File: src/ewt_pkg.sv
// package: register map, field layout, reset values and timing codes of the wait-timing block
package ewt_pkg;
  // register byte offsets on the avalon slave
  localparam logic [3:0] OFS_WAIT_IDLE = 4'h0;
  localparam logic [3:0] OFS_MEM_TIMING = 4'h4;
  localparam logic [3:0] OFS_BUS_CTRL = 4'h8;
  localparam logic [3:0] OFS_STATUS = 4'hC;
  // reset values
  localparam logic [15:0] RST_WAIT_IDLE = 16'hAAFF;
  localparam logic [15:0] RST_MEM_TIMING = 16'h0000;
  localparam logic [15:0] RST_BUS_CTRL = 16'h03C0;
  // writable bits; the rest read as zero
  localparam logic [15:0] MASK_MEM_TIMING = 16'hFEFC;
  localparam logic [15:0] MASK_BUS_CTRL = 16'h03F7;
  // field positions in wait_idle_config
  localparam int WAIT_LSB = 0;
  localparam int IDLE_LSB = 8;
  // field positions in memory_timing_config
  localparam int PRECHARGE_BIT = 15;
  localparam int ROW_COL_BIT = 14;
  // field positions in bus_control_first
  localparam int TYPE_LSB = 0;
  localparam int LW_AREA0_LSB = 4;
  localparam int LW_AREA1_LSB = 6;
  localparam int LW_AREA23_LSB = 8;
  // timing counts in cycles
  localparam logic [3:0] LONG_WAIT_BASE = 4'h3;
  localparam logic [1:0] IDLE_MAX = 2'h2;
  localparam logic [1:0] GAP_SHORT = 2'h1;
  localparam logic [1:0] GAP_LONG = 2'h2;
  // area-type selector codes
  localparam logic [2:0] TYPE_A3_SDRAM = 3'h1;
  localparam logic [2:0] TYPE_A3_DRAM = 3'h2;
  localparam logic [2:0] TYPE_A3_PSRAM = 3'h3;
  localparam logic [2:0] TYPE_A2_SDRAM = 3'h4;
  localparam logic [2:0] TYPE_BOTH_SDRAM = 3'h5;
  // memory kind of an area
  typedef enum logic [1:0] {
    KIND_BASIC = 2'h0,
    KIND_SDRAM = 2'h1,
    KIND_DRAM = 2'h2,
    KIND_PSRAM = 2'h3
  } ewt_kind_e;
  // two-bit field of an area out of a 16-bit register
  function automatic logic [1:0] field2(input logic [15:0] val, input int lsb);
    field2 = val[lsb+:2];
  endfunction : field2
endpackage : ewt_pkg

File: src/ewt_tim_if.sv
// interface: configuration and area in, decoded timing out
`timescale 1ns/1ps
interface ewt_tim_if;
  logic [1:0] area; // area of the access in hand
  logic [1:0] prev_area; // area accessed just before
  logic [15:0] wait_idle_config; // wait_idle_config
  logic [15:0] memory_timing_config; // memory_timing_config
  logic [15:0] bcr; // bus_control_first
  ewt_pkg::ewt_kind_e kind; // memory kind of area
  logic [3:0] col_cycles; // strobe-phase length
  logic ext_wait_en; // wait pin honoured
  logic [1:0] idle_cycles; // idle cycles owed by prev area
  logic [1:0] rcd_cycles; // row to column delay
  logic [1:0] trp_cycles; // precharge gap
  modport ctl (output area, prev_area, wait_idle_config, memory_timing_config, bcr,
               input kind, col_cycles, ext_wait_en, idle_cycles, rcd_cycles, trp_cycles);
  modport dec (input area, prev_area, wait_idle_config, memory_timing_config, bcr,
               output kind, col_cycles, ext_wait_en, idle_cycles, rcd_cycles, trp_cycles);
endinterface : ewt_tim_if

File: src/ewt_ctrl.sv
// module: access sequencer with idle, row, strobe and precharge phases, plus avalon register slave
//
// Notes on behaviour
// - idle field per area: none, one, two
// - read then write gets idle cycles even within one area
// - idle count from the earlier area's field
// - basic wait codes; 00 ignores wait pin
// - long-wait code adds three to six waits
// - area-type field picks memory kind of 2/3
// - dram area 3: cas length one to three
// - dram honours wait pin from two cycles
// - sdram wait field gives cas latency
// - sdram always ignores the wait pin
// - pseudo-sram: strobe to end two to four
// - pseudo-sram honours wait pin from three
// - precharge gap one or two cycles
// - row to column delay one or two
`timescale 1ns/1ps
module ewt_ctrl (
  input wire logic i_clk,
  input wire logic i_rst,
  input wire logic [3:0] i_avs_address,
  input wire logic i_avs_read,
  input wire logic i_avs_write,
  input wire logic [31:0] i_avs_writedata,
  output logic [31:0] o_avs_readdata,
  output logic o_avs_waitrequest,
  input wire logic i_acc_req,
  input wire logic [1:0] i_acc_area,
  input wire logic i_acc_write,
  input wire logic i_wait_n,
  output logic o_acc_done,
  output logic o_idle_gap,
  output logic o_row_phase,
  output logic o_col_phase,
  output logic o_precharge
);
  // one-hot sequencer states
  typedef enum logic [4:0] {
    S_IDLE = 5'b00001,
    S_GAP = 5'b00010,
    S_ROW = 5'b00100,
    S_COL = 5'b01000,
    S_PRE = 5'b10000
  } ewt_state_e;

  ewt_state_e state_r; // sequencer state
  logic [3:0] cnt_r; // cycles left in phase
  logic [1:0] area_r; // area of access in hand
  logic wr_r; // direction of access in hand
  logic [1:0] last_area_r; // area of previous access
  logic last_wr_r; // direction of previous access
  logic prev_valid_r; // a previous access exists
  logic [15:0] wcr_r; // wait_idle_config
  logic [15:0] mcr_r; // memory_timing_config
  logic [15:0] bcr_r; // bus_control_first
  logic wait_sync_n; // synchronised wait pin
  logic take; // request accepted this cycle
  logic need_idle; // area change or read-then-write
  logic stall; // wait pin extends strobe
  logic bus_wr; // register write takes effect

  ewt_tim_if tif ();

  // decoder sees the incoming area while idle, the held one afterwards
  assign tif.area = (state_r == S_IDLE) ? i_acc_area : area_r;
  assign tif.prev_area = last_area_r;
  assign tif.wait_idle_config = wcr_r;
  assign tif.memory_timing_config = mcr_r;
  assign tif.bcr = bcr_r;

  ewt_timing_dec u_dec (
    .tif(tif)
  );

  ewt_sync2 u_wait_sync (
    .i_clk(i_clk),
    .i_rst(i_rst),
    .i_async(i_wait_n),
    .o_sync(wait_sync_n)
  );

  // request taken only once its previous done pulse has been seen
  assign take = (state_r == S_IDLE) && i_acc_req && !o_acc_done;
  // idle only on area change or read followed by write
  assign need_idle = prev_valid_r && ((i_acc_area != last_area_r) || (!last_wr_r && i_acc_write));
  // wait pin counts only when the decoded setting enables it
  assign stall = tif.ext_wait_en && !wait_sync_n;

  // sequencer: idle gap, row delay, strobe phase, precharge
  always_ff @(posedge i_clk) begin
    if (i_rst) begin
      state_r <= S_IDLE;
      cnt_r <= 4'h0;
    end else begin
      unique case (state_r)
        S_IDLE: begin
          if (take) begin
            if (need_idle && tif.idle_cycles != 2'h0) begin
              // gap length from the earlier area
              state_r <= S_GAP;
              cnt_r <= {2'h0, tif.idle_cycles};
            end else if (tif.kind != ewt_pkg::KIND_BASIC) begin
              state_r <= S_ROW;
              cnt_r <= {2'h0, tif.rcd_cycles};
            end else begin
              state_r <= S_COL;
              cnt_r <= tif.col_cycles;
            end
          end
        end
        S_GAP: begin
          if (cnt_r == 4'h1) begin
            // memory kinds open a row first
            if (tif.kind != ewt_pkg::KIND_BASIC) begin
              state_r <= S_ROW;
              cnt_r <= {2'h0, tif.rcd_cycles};
            end else begin
              state_r <= S_COL;
              cnt_r <= tif.col_cycles;
            end
          end else begin
            cnt_r <= cnt_r - 4'h1;
          end
        end
        S_ROW: begin
          if (cnt_r == 4'h1) begin
            state_r <= S_COL;
            cnt_r <= tif.col_cycles;
          end else begin
            cnt_r <= cnt_r - 4'h1;
          end
        end
        S_COL: begin
          if (cnt_r == 4'h1) begin
            // last cycle is stretched while the wait pin holds
            if (!stall) begin
              if (tif.kind != ewt_pkg::KIND_BASIC) begin
                state_r <= S_PRE;
                cnt_r <= {2'h0, tif.trp_cycles};
              end else begin
                state_r <= S_IDLE;
              end
            end
          end else begin
            cnt_r <= cnt_r - 4'h1;
          end
        end
        S_PRE: begin
          if (cnt_r == 4'h1) begin
            state_r <= S_IDLE;
          end else begin
            cnt_r <= cnt_r - 4'h1;
          end
        end
      endcase
    end
  end

  // hold the access in hand
  always_ff @(posedge i_clk) begin
    if (i_rst) begin
      area_r <= 2'h0;
      wr_r <= 1'b0;
    end else if (take) begin
      area_r <= i_acc_area;
      wr_r <= i_acc_write;
    end
  end

  // history of the previous access, recorded as its strobe ends
  always_ff @(posedge i_clk) begin
    if (i_rst) begin
      last_area_r <= 2'h0;
      last_wr_r <= 1'b0;
      prev_valid_r <= 1'b0;
    end else if (state_r == S_COL && cnt_r == 4'h1 && !stall) begin
      last_area_r <= area_r;
      last_wr_r <= wr_r;
      prev_valid_r <= 1'b1;
    end
  end

  // done pulse one cycle after the strobe phase ends
  always_ff @(posedge i_clk) begin
    if (i_rst) begin
      o_acc_done <= 1'b0;
    end else begin
      o_acc_done <= (state_r == S_COL) && (cnt_r == 4'h1) && !stall;
    end
  end

  // phase outputs registered from the current state, one cycle late
  always_ff @(posedge i_clk) begin
    if (i_rst) begin
      o_idle_gap <= 1'b0;
      o_row_phase <= 1'b0;
      o_col_phase <= 1'b0;
      o_precharge <= 1'b0;
    end else begin
      o_idle_gap <= (state_r == S_GAP);
      o_row_phase <= (state_r == S_ROW);
      o_col_phase <= (state_r == S_COL);
      o_precharge <= (state_r == S_PRE);
    end
  end

  // avalon: one wait cycle, then the request completes
  assign bus_wr = i_avs_write && !o_avs_waitrequest;

  always_ff @(posedge i_clk) begin
    if (i_rst) begin
      o_avs_waitrequest <= 1'b1;
    end else if ((i_avs_read || i_avs_write) && o_avs_waitrequest) begin
      o_avs_waitrequest <= 1'b0;
    end else begin
      o_avs_waitrequest <= 1'b1;
    end
  end

  // configuration registers; fields steer the decoder
  always_ff @(posedge i_clk) begin
    if (i_rst) begin
      wcr_r <= ewt_pkg::RST_WAIT_IDLE;
      mcr_r <= ewt_pkg::RST_MEM_TIMING;
      bcr_r <= ewt_pkg::RST_BUS_CTRL;
    end else if (bus_wr) begin
      // status and unmapped offsets ignore writes
      if (i_avs_address == ewt_pkg::OFS_WAIT_IDLE) wcr_r <= i_avs_writedata[15:0];
      if (i_avs_address == ewt_pkg::OFS_MEM_TIMING) mcr_r <= i_avs_writedata[15:0] & ewt_pkg::MASK_MEM_TIMING;
      if (i_avs_address == ewt_pkg::OFS_BUS_CTRL) bcr_r <= i_avs_writedata[15:0] & ewt_pkg::MASK_BUS_CTRL;
    end
  end

  // read data ready as waitrequest falls; unmapped reads zero
  always_ff @(posedge i_clk) begin
    if (i_rst) begin
      o_avs_readdata <= 32'h0000_0000;
    end else if (i_avs_read && o_avs_waitrequest) begin
      unique case (i_avs_address)
        ewt_pkg::OFS_WAIT_IDLE: o_avs_readdata <= {16'h0000, wcr_r};
        ewt_pkg::OFS_MEM_TIMING: o_avs_readdata <= {16'h0000, mcr_r};
        ewt_pkg::OFS_BUS_CTRL: o_avs_readdata <= {16'h0000, bcr_r};
        ewt_pkg::OFS_STATUS: o_avs_readdata <= {23'h000000, state_r, last_wr_r, last_area_r, prev_valid_r};
        default: o_avs_readdata <= 32'h0000_0000;
      endcase
    end
  end
endmodule : ewt_ctrl

File: src/ewt_sync2.sv
// module: two-flop synchroniser for the external wait pin
`timescale 1ns/1ps
module ewt_sync2 (
  input wire logic i_clk,
  input wire logic i_rst,
  input wire logic i_async,
  output logic o_sync
);
  logic meta_r; // first stage, read only by the second
  // two stages, reset to the pin's idle level (high)
  always_ff @(posedge i_clk) begin
    if (i_rst) begin
      meta_r <= 1'b1;
      o_sync <= 1'b1;
    end else begin
      meta_r <= i_async;
      o_sync <= meta_r;
    end
  end
endmodule : ewt_sync2

File: src/ewt_timing_dec.sv
// module: decodes area kind, strobe length, wait enable and gaps from configuration
`timescale 1ns/1ps
module ewt_timing_dec (
  ewt_tim_if.dec tif
);
  logic [2:0] atype; // area-type selector
  logic [1:0] wf; // wait field of area
  logic [1:0] lw; // long-wait code of area
  logic [1:0] iw; // idle field of previous area
  // area kind from selector; reserved codes act as ordinary space
  always_comb begin
    atype = tif.bcr[ewt_pkg::TYPE_LSB+:3];
    tif.kind = ewt_pkg::KIND_BASIC;
    if (tif.area == 2'h3) begin
      if (atype == ewt_pkg::TYPE_A3_SDRAM || atype == ewt_pkg::TYPE_BOTH_SDRAM)
        tif.kind = ewt_pkg::KIND_SDRAM;
      else if (atype == ewt_pkg::TYPE_A3_DRAM)
        tif.kind = ewt_pkg::KIND_DRAM;
      else if (atype == ewt_pkg::TYPE_A3_PSRAM)
        tif.kind = ewt_pkg::KIND_PSRAM;
    end else if (tif.area == 2'h2) begin
      if (atype == ewt_pkg::TYPE_A2_SDRAM || atype == ewt_pkg::TYPE_BOTH_SDRAM)
        tif.kind = ewt_pkg::KIND_SDRAM;
    end
  end
  // strobe length and wait-pin enable per kind
  always_comb begin
    wf = ewt_pkg::field2(tif.wait_idle_config, ewt_pkg::WAIT_LSB + 2 * int'(tif.area));
    if (tif.area == 2'h0) lw = ewt_pkg::field2(tif.bcr, ewt_pkg::LW_AREA0_LSB);
    else if (tif.area == 2'h1) lw = ewt_pkg::field2(tif.bcr, ewt_pkg::LW_AREA1_LSB);
    else lw = ewt_pkg::field2(tif.bcr, ewt_pkg::LW_AREA23_LSB);
    unique case (tif.kind)
      ewt_pkg::KIND_BASIC: begin
        // base cycle plus 0, 1, 2 or long waits
        tif.col_cycles = (wf == 2'h3) ? 4'h1 + ewt_pkg::LONG_WAIT_BASE + {2'h0, lw} : {2'h0, wf} + 4'h1;
        tif.ext_wait_en = (wf != 2'h0);
      end
      ewt_pkg::KIND_DRAM: begin
        // cas length 1..3; reserved code held at 3
        tif.col_cycles = (wf == 2'h3) ? 4'h3 : {2'h0, wf} + 4'h1;
        tif.ext_wait_en = (wf != 2'h0);
      end
      ewt_pkg::KIND_SDRAM: begin
        tif.col_cycles = {2'h0, wf} + 4'h1;
        tif.ext_wait_en = 1'b0;
      end
      ewt_pkg::KIND_PSRAM: begin
        // bus-start to end 2..4; reserved code held at 4
        tif.col_cycles = (wf == 2'h3) ? 4'h4 : {2'h0, wf} + 4'h2;
        tif.ext_wait_en = (wf != 2'h0);
      end
    endcase
  end
  // idle owed by the area accessed first; reserved code held at two
  always_comb begin
    iw = ewt_pkg::field2(tif.wait_idle_config, ewt_pkg::IDLE_LSB + 2 * int'(tif.prev_area));
    tif.idle_cycles = (iw == 2'h3) ? ewt_pkg::IDLE_MAX : iw;
  end
  assign tif.rcd_cycles = tif.memory_timing_config[ewt_pkg::ROW_COL_BIT] ? ewt_pkg::GAP_LONG : ewt_pkg::GAP_SHORT;
  assign tif.trp_cycles = tif.memory_timing_config[ewt_pkg::PRECHARGE_BIT] ? ewt_pkg::GAP_LONG : ewt_pkg::GAP_SHORT;
endmodule : ewt_timing_dec

File: config.mk
export PLATFORM = sky130hd
export DESIGN_NAME = ewt_ctrl
export DESIGN_NICKNAME = d
export VERILOG_FILES = /design/src/ewt_pkg.sv /design/src/ewt_tim_if.sv /design/src/ewt_ctrl.sv /design/src/ewt_sync2.sv /design/src/ewt_timing_dec.sv
export SDC_FILE = /design/constraint.sdc
export NUM_CORES = 1
export LEC_CHECK = 0
export ABC_CLOCK_PERIOD_IN_PS = 4350
export BUFFER_PORTS_ARGS = -buffer_cell sky130_fd_sc_hd__buf_2
export CAP_MARGIN = 10
export CORE_ASPECT_RATIO = 0.75
export CORE_MARGIN = 2
export CORE_UTILIZATION = 43
export CTS_CLUSTER_DIAMETER = 120
export DETAILED_ROUTE_END_ITERATION = 10
export MAX_ROUTING_LAYER = met4
export PLACE_DENSITY = 0.65
export SLEW_MARGIN = 20
export SYNTH_ARGS = -nofsm -noshare
export SYNTH_HDL_FRONTEND = slang
export SYNTH_SLANG_ARGS = --single-unit
File: constraint.sdc
create_clock -name i_clk -period 4.35 [get_ports i_clk]
set_clock_uncertainty 0.15 [all_clocks]
set_input_delay 0.435 -clock i_clk [delete_from_list [all_inputs] [get_ports i_clk]]
set_output_delay 0.435 -clock i_clk [all_outputs]
set_load 0.02 [all_outputs]
; Word-level counts from Yosys, hierarchy flattened
; Cells that the tools add are included.
[word_totals]
reg_bits = 94
inputBits = 45
[classes]
addsub = 5
n_eq_ne = 32
n_shift = 2
mux = 39
n_reduce_logical = 32
[op_table]
columns = cell, count
row1 = $pmux W16 S4, 1
row2 = $mux W4, 14
row3 = $mux W5, 7
row4 = $shiftx A16 B32 Y2, 1
row5 = $pmux W5 S5, 1
row6 = $mux W2, 11
row7 = $pmux W4 S5, 1
row8 = $pmux W4 S4, 1
row9 = $shiftx A16 B4 Y2, 1
row10 = $ne A2 B2 Y1 const B, 7
row11 = $eq A2 B2 Y1 const B, 6
row12 = $logic_and A1 B1 Y1, 11
row13 = $eq A4 B4 Y1 const B, 2
row14 = $eq A3 B2 Y1 const B, 2
row15 = $eq A3 B3 Y1 const B, 2
row16 = $ne A3 B3 Y1 const B, 2
row17 = $reduce_and A2 Y1, 3
row18 = $reduce_and A6 Y1, 1
row19 = $reduce_bool A2 Y1, 3
row20 = $add A4 B3 Y5 const A, 1
row21 = $eq A5 B1 Y1 const B, 1
row22 = $eq A5 B2 Y1 const B, 1
row23 = $eq A5 B3 Y1 const B, 1
row24 = $eq A5 B4 Y1 const B, 1
row25 = 18 further kinds, 28

; Longest topological paths before layout
; Gate-level depths: netlist of the first run.
[depth]
ltp_word = 12
ltp_mapped = 13
depth_no_buf = 13

; Modules after synthesis
; A second synthesis of the first run with hierarchy kept.
[hier_totals]
cells_unflattened = 500
hier_area_um2 = 4032.6
[by_module_without_submodules]
columns = module, instances, cells_per_inst, area_each_um2, seq_area_each_um2
row1 = ewt_ctrl, 1, 444, 3570.9, 1521.5
row2 = ewt_timing_dec, 1, 52, 409.1, 0.0
row3 = ewt_sync2, 1, 4, 52.6, 40.0

; Worst setup path before layout of the first run
; No wires, ideal clock.
[synth_timing]
path_type = reg2reg
startpoint = register state_r[1]
endpoint = register cnt_r[3]
arrival_time_ps = 3173
required_time_ps = 4130
setup_slack_ps = 957
path_stages_with_launch = 13
path_buffers = 0
path_cell_list = dfxtp_1 -> or3_4 -> o21ai_0 -> nand2_1 -> mux2_2 -> mux2i_1 -> ha_1 -> nor2_1 -> a21oi_1 -> a21oi_1 -> o22a_4 -> or4_1 -> a21oi_1
[synth_via]
elab_chain_cells = 12
elab_cells_between_ends = 41
[synth_rtl]
columns = item, line
row1 = "start, declared", ewt_ctrl.sv:47  ; ewt_state_e state_r;
row2 = "start signal, assigned", ewt_ctrl.sv:93  ; state_r <= S_IDLE;
row3 = "start signal, assigned", ewt_ctrl.sv:101  ; state_r <= S_GAP;
row4 = "start signal, assigned", ewt_ctrl.sv:104  ; state_r <= S_ROW;
row5 = $eq A5 B1 Y1, "ewt_ctrl.sv:66, ewt_ctrl.sv:84, ewt_ctrl.sv:96"
row6 = $mux W2, ewt_ctrl.sv:66  ; assign tif.area = (state_r == S_IDLE) ? i_acc_area : area_r;
row7 = $eq A2 B1 Y1, ewt_timing_dec.sv:30  ; else if (tif.area == 2'h1) lw = ewt_pkg::field2(tif.bcr, ewt_pkg::LW_AREA1_LSB);
row8 = $mux W2, ewt_timing_dec.sv:30
row9 = $mux W2, ewt_timing_dec.sv:29  ; if (tif.area == 2'h0) lw = ewt_pkg::field2(tif.bcr, ewt_pkg::LW_AREA0_LSB);
row10 = $add A3 B2 Y4, ewt_timing_dec.sv:35  ; tif.col_cycles = (wf == 2'h3) ? 4'h1 + ewt_pkg::LONG_WAIT_BASE + {2'h0, lw} : {2'h0, wf} + 4'h1;
row11 = $mux W4, ewt_timing_dec.sv:35
row12 = $pmux W4 S4, ewt_timing_dec.sv:32  ; unique case (tif.kind)
row13 = $mux W4, "ewt_ctrl.sv:103, ewt_ctrl.sv:115"
row14 = $mux W4, ewt_ctrl.sv:99  ; if (need_idle && tif.idle_cycles != 2'h0) begin
row15 = $mux W4, ewt_ctrl.sv:98  ; if (take) begin
row16 = $pmux W4 S5, ewt_ctrl.sv:96  ; unique case (state_r)
row17 = "end signal, assigned", ewt_ctrl.sv:102  ; cnt_r <= {2'h0, tif.idle_cycles};
row18 = "end signal, assigned", ewt_ctrl.sv:105  ; cnt_r <= {2'h0, tif.rcd_cycles};
row19 = "end signal, assigned", ewt_ctrl.sv:117  ; cnt_r <= {2'h0, tif.rcd_cycles};
row20 = "end, declared", ewt_ctrl.sv:48  ; logic [3:0] cnt_r;
; Several ways; a longest one is shown, not always the timed one. The select of a mux whose other input is x is not followed.
; A chain may end at the register's enable or synchronous reset.

; Worst setup path in the final report of the first run
; Ends and elaborated chain as after synthesis.

==> impl_metrics.toml, run 1 <==
[run_status]
status = "finished clean"

[hold_path]
min_path_type = "in2reg"

[synth]
ys_ff_latch = 78
synth_cell_types = 57
yosysMostFrequentCell = "nand2_1"
synth_area_sq_um = 3889
yosys-top-cells-count = "nand2_1, dfxtp_1, a21oi_1, nor2_1, a22oi_1"
async_flop_share_pct = 0
yosys-top-cells-area = "dfxtp_1, nand2_1, a21oi_1"
yosys.area.top_type = "dfxtp_1"
avgSynthCellArea_sq_um = 7.809
syn-instance-count = 498
synth_enable_flop_cells = 0
synth_warnings = 0
synth-seq-area-share_pct = 40.15
synthFlopType = "dfxtp_1"
yosysTopAreaCellShare_pct = 40.15

[power_and_ir_drop]
combPwrFrac_pct = 22.3
powerDensity_nw_per_um2 = 441.3
p_leak_nw = 1.781
internal_power_mw = 1.356
p_sw_share_pct = 31.18
ir_worst_vdd_v = 0.0001756
power_frac_seq_pct = 39.5
netSwitchingPower_mw = 0.6147
p_clk_share_pct = 38.2
finalPower_mw = 1.971

[setup_path]
worst-setup-path-type = "reg2reg"
cp_cell_sequence = "or3_4, o21ai_0, nand2_1, mux2_2, mux2i_1, ha_1, nor2_1, a21oi_1, a21oi_1, o22a_4, or4_1, a21oi_1"
critPathMaxStageDelay_ns = 0.50
cpMostUsedCell = "a21oi_1"
cp_max_fo = 8
critPathLaunchType = "register"
critPathSlowestCell = "or4_1"
critPathRequiredTime_ns = 4.46
arrival_ns = 4.03
end_kind = "register"

[grt]
grt_pass1_wl_um = 17140
grt_pass1_vias = 3149
grt_max_degree = 61
grt_util_all_layers_pct = 23.29
antenna_found_initial = 0
overflow = 0

[clock_tree]
h-tree-depth = 3
cts_setup_buffers = 0
cts_hold_buffers = 0
clk_path_buf_depth = 2
cts_root_buf = "clkbuf_16"
cts_buffers = 9
cts_tree = "done"
cts_sinks = 78
clk_pin_slew_ns = 0.06
cts-resized-gates = 0
clk_latency_ns = 0.34

[die]
start_util_pct = 43.53
core-area_sq_um = 8934
placementRows = 30
die_h_um = 86.36
dieArea_sq_um = 9828
die_width_um = 113.8
pin_count = 83

[timing]
fin_tns_setup_ns = 0
rsz0062_at_grt = "false"
max_slew_margin_pct = 50.72
max_clock_freq_mhz = 255.1
drv_slew = 0
min_period_ns = 3.920
setup_viol = 0
period_share_pct = 90.13
worstMarginPinSlew_ns = 0.7346
hold_violations = 0

[drt]
drcViolationCount = 0
met1_length_um = 5460
route.met3.wl_um = 975
via_count = 3766
drtAntennaViolNets = 0
avgViaCountPerCell = 5.741
post_drt_wl_per_cell_um = 16.78
top_layer = "met4"
drt_iter0_drc = 451
dr_wl_met2_um = 4331
dr.pass1.iters = 5
wl_um = 11010

[cells_and_area]
fillers = 874
final_net_count = 590
n_antenna_cell = 0
area.growth.synth_to_final_pct = 14.86
register_area_sq_um = 1562
multi_input_area_sq_um = 2152
drive_gt1_share_pct = 15.81

[placed_design]
gp_congestion = 0.9303
dp_hpwl_um = 7902
port_buffers = 50

[job]
maxCapViolCount = 0
## worst max-delay path, delay by kind of cell, from the launching register on
family | cells | cell delay (ns)
mux | 2 | 0.68
fa+ha+maj | 1 | 0.25
compound gates | 5 | 1.14
simple gates | 4 | 1.24
flops | 1 | 0.38
## stage by stage
step                      hold WS (ns)  setup slack [ns]  cells  utilization (%)  area [sq um]
final                           0.1272            0.4295    656            50.00          4467
after global routing            0.1190            0.1466    656            50.00          4467
after CTS                       0.1169            0.4648    656            50.00          4467
after detailed placement        0.2476            0.5024    640            46.65          4168
after global placement          0.2431            0.5843    640            46.65          4168
after floorplan                 0.2395            0.9566    513                -          3945
## layout make-up
class | count | share of cell area [%]
clock inverter | 6 | 1.569
tap | 112 | 3.137
inverter | 11 | 0.9244
multi-input combinational | 386 | 48.18
sequential | 78 | 34.96
clock buffer | 10 | 5.126
timing repair buffer | 53 | 6.106
## layer usage
| layer | GRT usage [%] | vias to the layer above |
|---|---|---|
| met5 | - | - |
| met4 | 7.206 | 0 |
| met3 | 4.895 | 23 |
| met2 | 29.72 | 187 |
| met1 | 35.88 | 1745 |
| li1 | - | 1811 |
## kinds of logic after synthesis
kind of cell             share of synthesized area (%)
buffers and inverters                            6.274
AND/OR/NAND/NOR                                  24.32
XOR/XNOR                                        0.6758
other                                          0.09643
AO/OA/AOI/OAI                                    23.01
multiplexers                                     3.539
adder cells (fa/ha/maj)                          1.930
flip-flops                                       40.15
## final timing paths
path / end / depth (start not counted) / slack, ns / from
setup reg to reg: cnt_r[3] / 12 / 0.43 / state_r[1]
setup / recovery: cnt_r[3] / 12 / 0.43 / state_r[1]
hold reg to reg: u_wait_sync.o_sync / 1 / 0.26 / u_wait_sync.meta_r
hold / removal: u_wait_sync.meta_r / 2 / 0.13 / i_wait_n
## power groups by stage
stage	registers, mW	clock network (mW)	logic (mW)
3_5_place_dp	0.792	0	0.429
4_1_cts	0.777	0.770	0.431
3_3_place_gp	0.792	0	0.421
2_1_floorplan	0.787	0	0.338
6_report	0.778	0.753	0.439
5_1_grt	0.783	0.795	0.486
## flip-flops by register name, indices dropped and copies added, names as in the netlist, 2 cells and up
name,count
area_r,2
bcr_r,9
cnt_r,4
last_area_r,2
mcr_r,13
o_avs_readdata,16
state_r,5
tif.wait_idle_config,16
## placed cells by master, fill, tap and decap left out, types with 3 or more instances in the layout
master,netlist,final
a22oi_1,23,23
inv_1,10,10
a21oi_1,61,61
nand3_1,20,20
and2_1,6,6
clkbuf_16,0,9
clkinv_4,0,3
o211ai_1,10,10
nor2_1,53,53
ha_1,6,6
conb_1,1,16
dfxtp_1,78,78
o21ai_0,16,16
o2111ai_1,3,3
buf_4,16,3
mux2i_1,7,7
nor3_1,5,5
nand2_1,97,97
buf_2,0,50
nor2b_1,7,7
a21boi_0,3,3
Note: power is estimated with default switching activity, not from simulation.
==> run 2, diff against run 1 <==
--- a/config.mk
+++ b/config.mk
@@ -5,11 +5,12 @@
 export SDC_FILE = /design/constraint.sdc
 export NUM_CORES = 1
 export LEC_CHECK = 0
-export ABC_CLOCK_PERIOD_IN_PS = 4350
+export ABC_AREA = 1
+export ABC_CLOCK_PERIOD_IN_PS = 3800
 export BUFFER_PORTS_ARGS = -buffer_cell sky130_fd_sc_hd__buf_2
 export CAP_MARGIN = 10
 export CORE_ASPECT_RATIO = 0.75
-export CORE_MARGIN = 2
+export CORE_MARGIN = 5
 export CORE_UTILIZATION = 43
 export CTS_CLUSTER_DIAMETER = 120
 export DETAILED_ROUTE_END_ITERATION = 10
==> constraint.sdc (replaced) <==
create_clock -name i_clk -period 3.8 [get_ports i_clk]
set_clock_uncertainty 0.15 [all_clocks]
set_input_delay 0.38 -clock i_clk [delete_from_list [all_inputs] [get_ports i_clk]]
set_output_delay 0.38 -clock i_clk [all_outputs]
set_load 0.02 [all_outputs]
==> impl_metrics.toml, run 2 <==
[run_status]
status = "finished clean"

[timing]
hold_violations = 0
fin_tns_setup_ns = 0
period_share_pct = 74.78
max_slew_margin_pct = 32.82
max_clock_freq_mhz = 351.9
rsz0062_at_grt = "false"
setup_viol = 0
min_period_ns = 2.842
worstMarginPinSlew_ns = 1.007
drv_slew = 0

[clock_tree]
clk_pin_slew_ns = 0.06
cts_root_buf = "clkbuf_16"
cts-resized-gates = 0
cts_buffers = 9
cts_sinks = 78
cts_setup_buffers = 0
clk_latency_ns = 0.34
h-tree-depth = 3
cts_tree = "done"
cts_hold_buffers = 0
clk_path_buf_depth = 2

[placed_design]
dp_hpwl_um = 7972
port_buffers = 50
postPlaceCellArea_sq_um = 4218
gp_congestion = 0.8910

[synth]
synth_warnings = 0
yosys-top-cells-area = "dfxtp_1, nand2_1, a21oi_1"
synthFlopType = "dfxtp_1"
yosys.area.top_type = "dfxtp_1"
ys_ff_latch = 78
avgSynthCellArea_sq_um = 7.068
yosysTopAreaCellShare_pct = 39.59
yosysMostFrequentCell = "nand2_1"
async_flop_share_pct = 0
synth_enable_flop_cells = 0
syn-instance-count = 558
synth_area_sq_um = 3944
yosys-top-cells-count = "nand2_1, dfxtp_1, inv_1, a21oi_1, o21ai_0"
synth-seq-area-share_pct = 39.59
synth_cell_types = 37

[grt]
grt_pass1_wl_um = 17450
grt.busiest_layer = "met2"
met2_usage_pct = 28.87
grt_max_degree = 43
antenna_found_initial = 0
grt_util_all_layers_pct = 20.22
overflow = 0
met3_usage_pct = 5.739
met1_usage_pct = 27.97
grt_pass1_vias = 3507

[setup_path]
critPathRequiredTime_ns = 3.92
arrival_ns = 2.96
cp_max_fo = 8
worst-setup-path-type = "reg2reg"
critPathLaunchType = "register"
end_kind = "register"

[die]
placementRows = 30
dieArea_sq_um = 11210
pin_count = 83
start_util_pct = 43.78
die_h_um = 92.94
die_width_um = 120.6
core-area_sq_um = 9009

[drt]
post_drt_wl_per_cell_um = 14.92
drcViolationCount = 0
via_count = 3844
avgViaCountPerCell = 5.346
wl_um = 10730
dr.pass1.iters = 6
drt_iter0_drc = 418
drtAntennaViolNets = 0

[cells_and_area]
multi_input_area_sq_um = 1939
area.growth.synth_to_final_pct = 14.72
final_net_count = 653
final_common_cell = "nand2_1"
fillers = 929
drive_gt1_share_pct = 15.65
register_area_sq_um = 1562
n_antenna_cell = 0
final_area_sq_um = 4524
final_cell_mix = "nand2_1, dfxtp_1, inv_1"

[power_and_ir_drop]
p_leak_nw = 2.054
powerDensity_nw_per_um2 = 590.1
ir_worst_vdd_v = 0.0003160

[hold_path]
min_path_type = "in2reg"

[job]
maxCapViolCount = 0
[run 2: cell types whose count changed in the layout (fill, tap and decap cells not counted), sizes merged, moves of 9 or more]
| cell | delta |
|---|---|
| a21oi | +11 |
| a22oi | -22 |
| inv | +71 |
| nand2 | +10 |
| nand3 | +9 |
| nand4 | +9 |
| nor2 | -21 |
| o21ai | +48 |
| o22ai | +16 |
[run 2: metal layers]
layer	vias to the layer above	routed length, um
li1	1910	-
met1	1777	5139
met2	143	4553
met3	14	872
met4	0	161
met5	-	0
[run 2: critical path, stage by stage, from the launching register on]
cell	delay [ns]
dfxtp_1	0.33
inv_1	0.11
nor2_4	0.17
nand3_4	0.11
nand2_1	0.07
nand2_1	0.24
nand2_1	0.15
nand2_1	0.06
nand2_1	0.05
nand2_1	0.15
ha_1	0.26
nor2_1	0.21
nand2_1	0.14
inv_2	0.07
nand2_1	0.04
nand2_1	0.07
nor2_2	0.06
inv_2	0.10
o21ai_1	0.06
a21oi_1	0.17
[run 2: cells by family after synthesis]
group,count (synthesis),synth area share [%]
XOR/XNOR,1,0.2221
AO/OA/AOI/OAI,166,22.56
adder cells (fa/ha/maj),6,1.904
buffers and inverters,117,12.66
other,1,0.09509
AND/OR/NAND/NOR,189,22.97
flip-flops,78,39.59
[run 2: path summary, 6_finish.rpt]
check / from / cells past startpoint / slack [ns] / end
max reg2reg: state_r[0] / 19 / 0.96 / state_r[3]
min reg2reg: u_wait_sync.meta_r / 1 / 0.26 / u_wait_sync.o_sync
min: i_wait_n / 2 / 0.07 / u_wait_sync.meta_r
max: state_r[0] / 19 / 0.96 / state_r[3]
[run 2: through the flow]
stage | power [mW] | hold WS, ns | utilization, % | cells | setup slack [ns]
6_report | 2.670 | 0.07200 | 50.22 | 719 | 0.9582
5_1_grt | 2.854 | 0.06168 | 50.22 | 719 | 0.6161
4_1_cts | 2.684 | 0.06181 | 50.22 | 719 | 1.009
3_5_place_dp | 1.815 | 0.2461 | 46.82 | 703 | 1.034
3_3_place_gp | 1.803 | 0.2501 | 46.82 | 703 | 1.060
2_1_floorplan | 1.618 | 0.2395 | - | 573 | 1.533
[run 2: layout make-up]
type                            count  share of cell area (%)
Multi-Input combinational cell    378                   42.87
Clock inverter                      2                  0.2765
Timing Repair Buffer               52                   5.863
Inverter                           83                   6.886
Clock buffer                       14                   6.499
Tap cell                          112                   3.097
Sequential cell                    78                   34.51
[run 2: power by group]
group	internal [mW]	leakage [nW]	switching [mW]
Sequential	0.877	0.633	0.0438
Clock	0.530	0.151	0.330
Combinational	0.276	1.27	0.613
Total	1.68	2.05	0.986
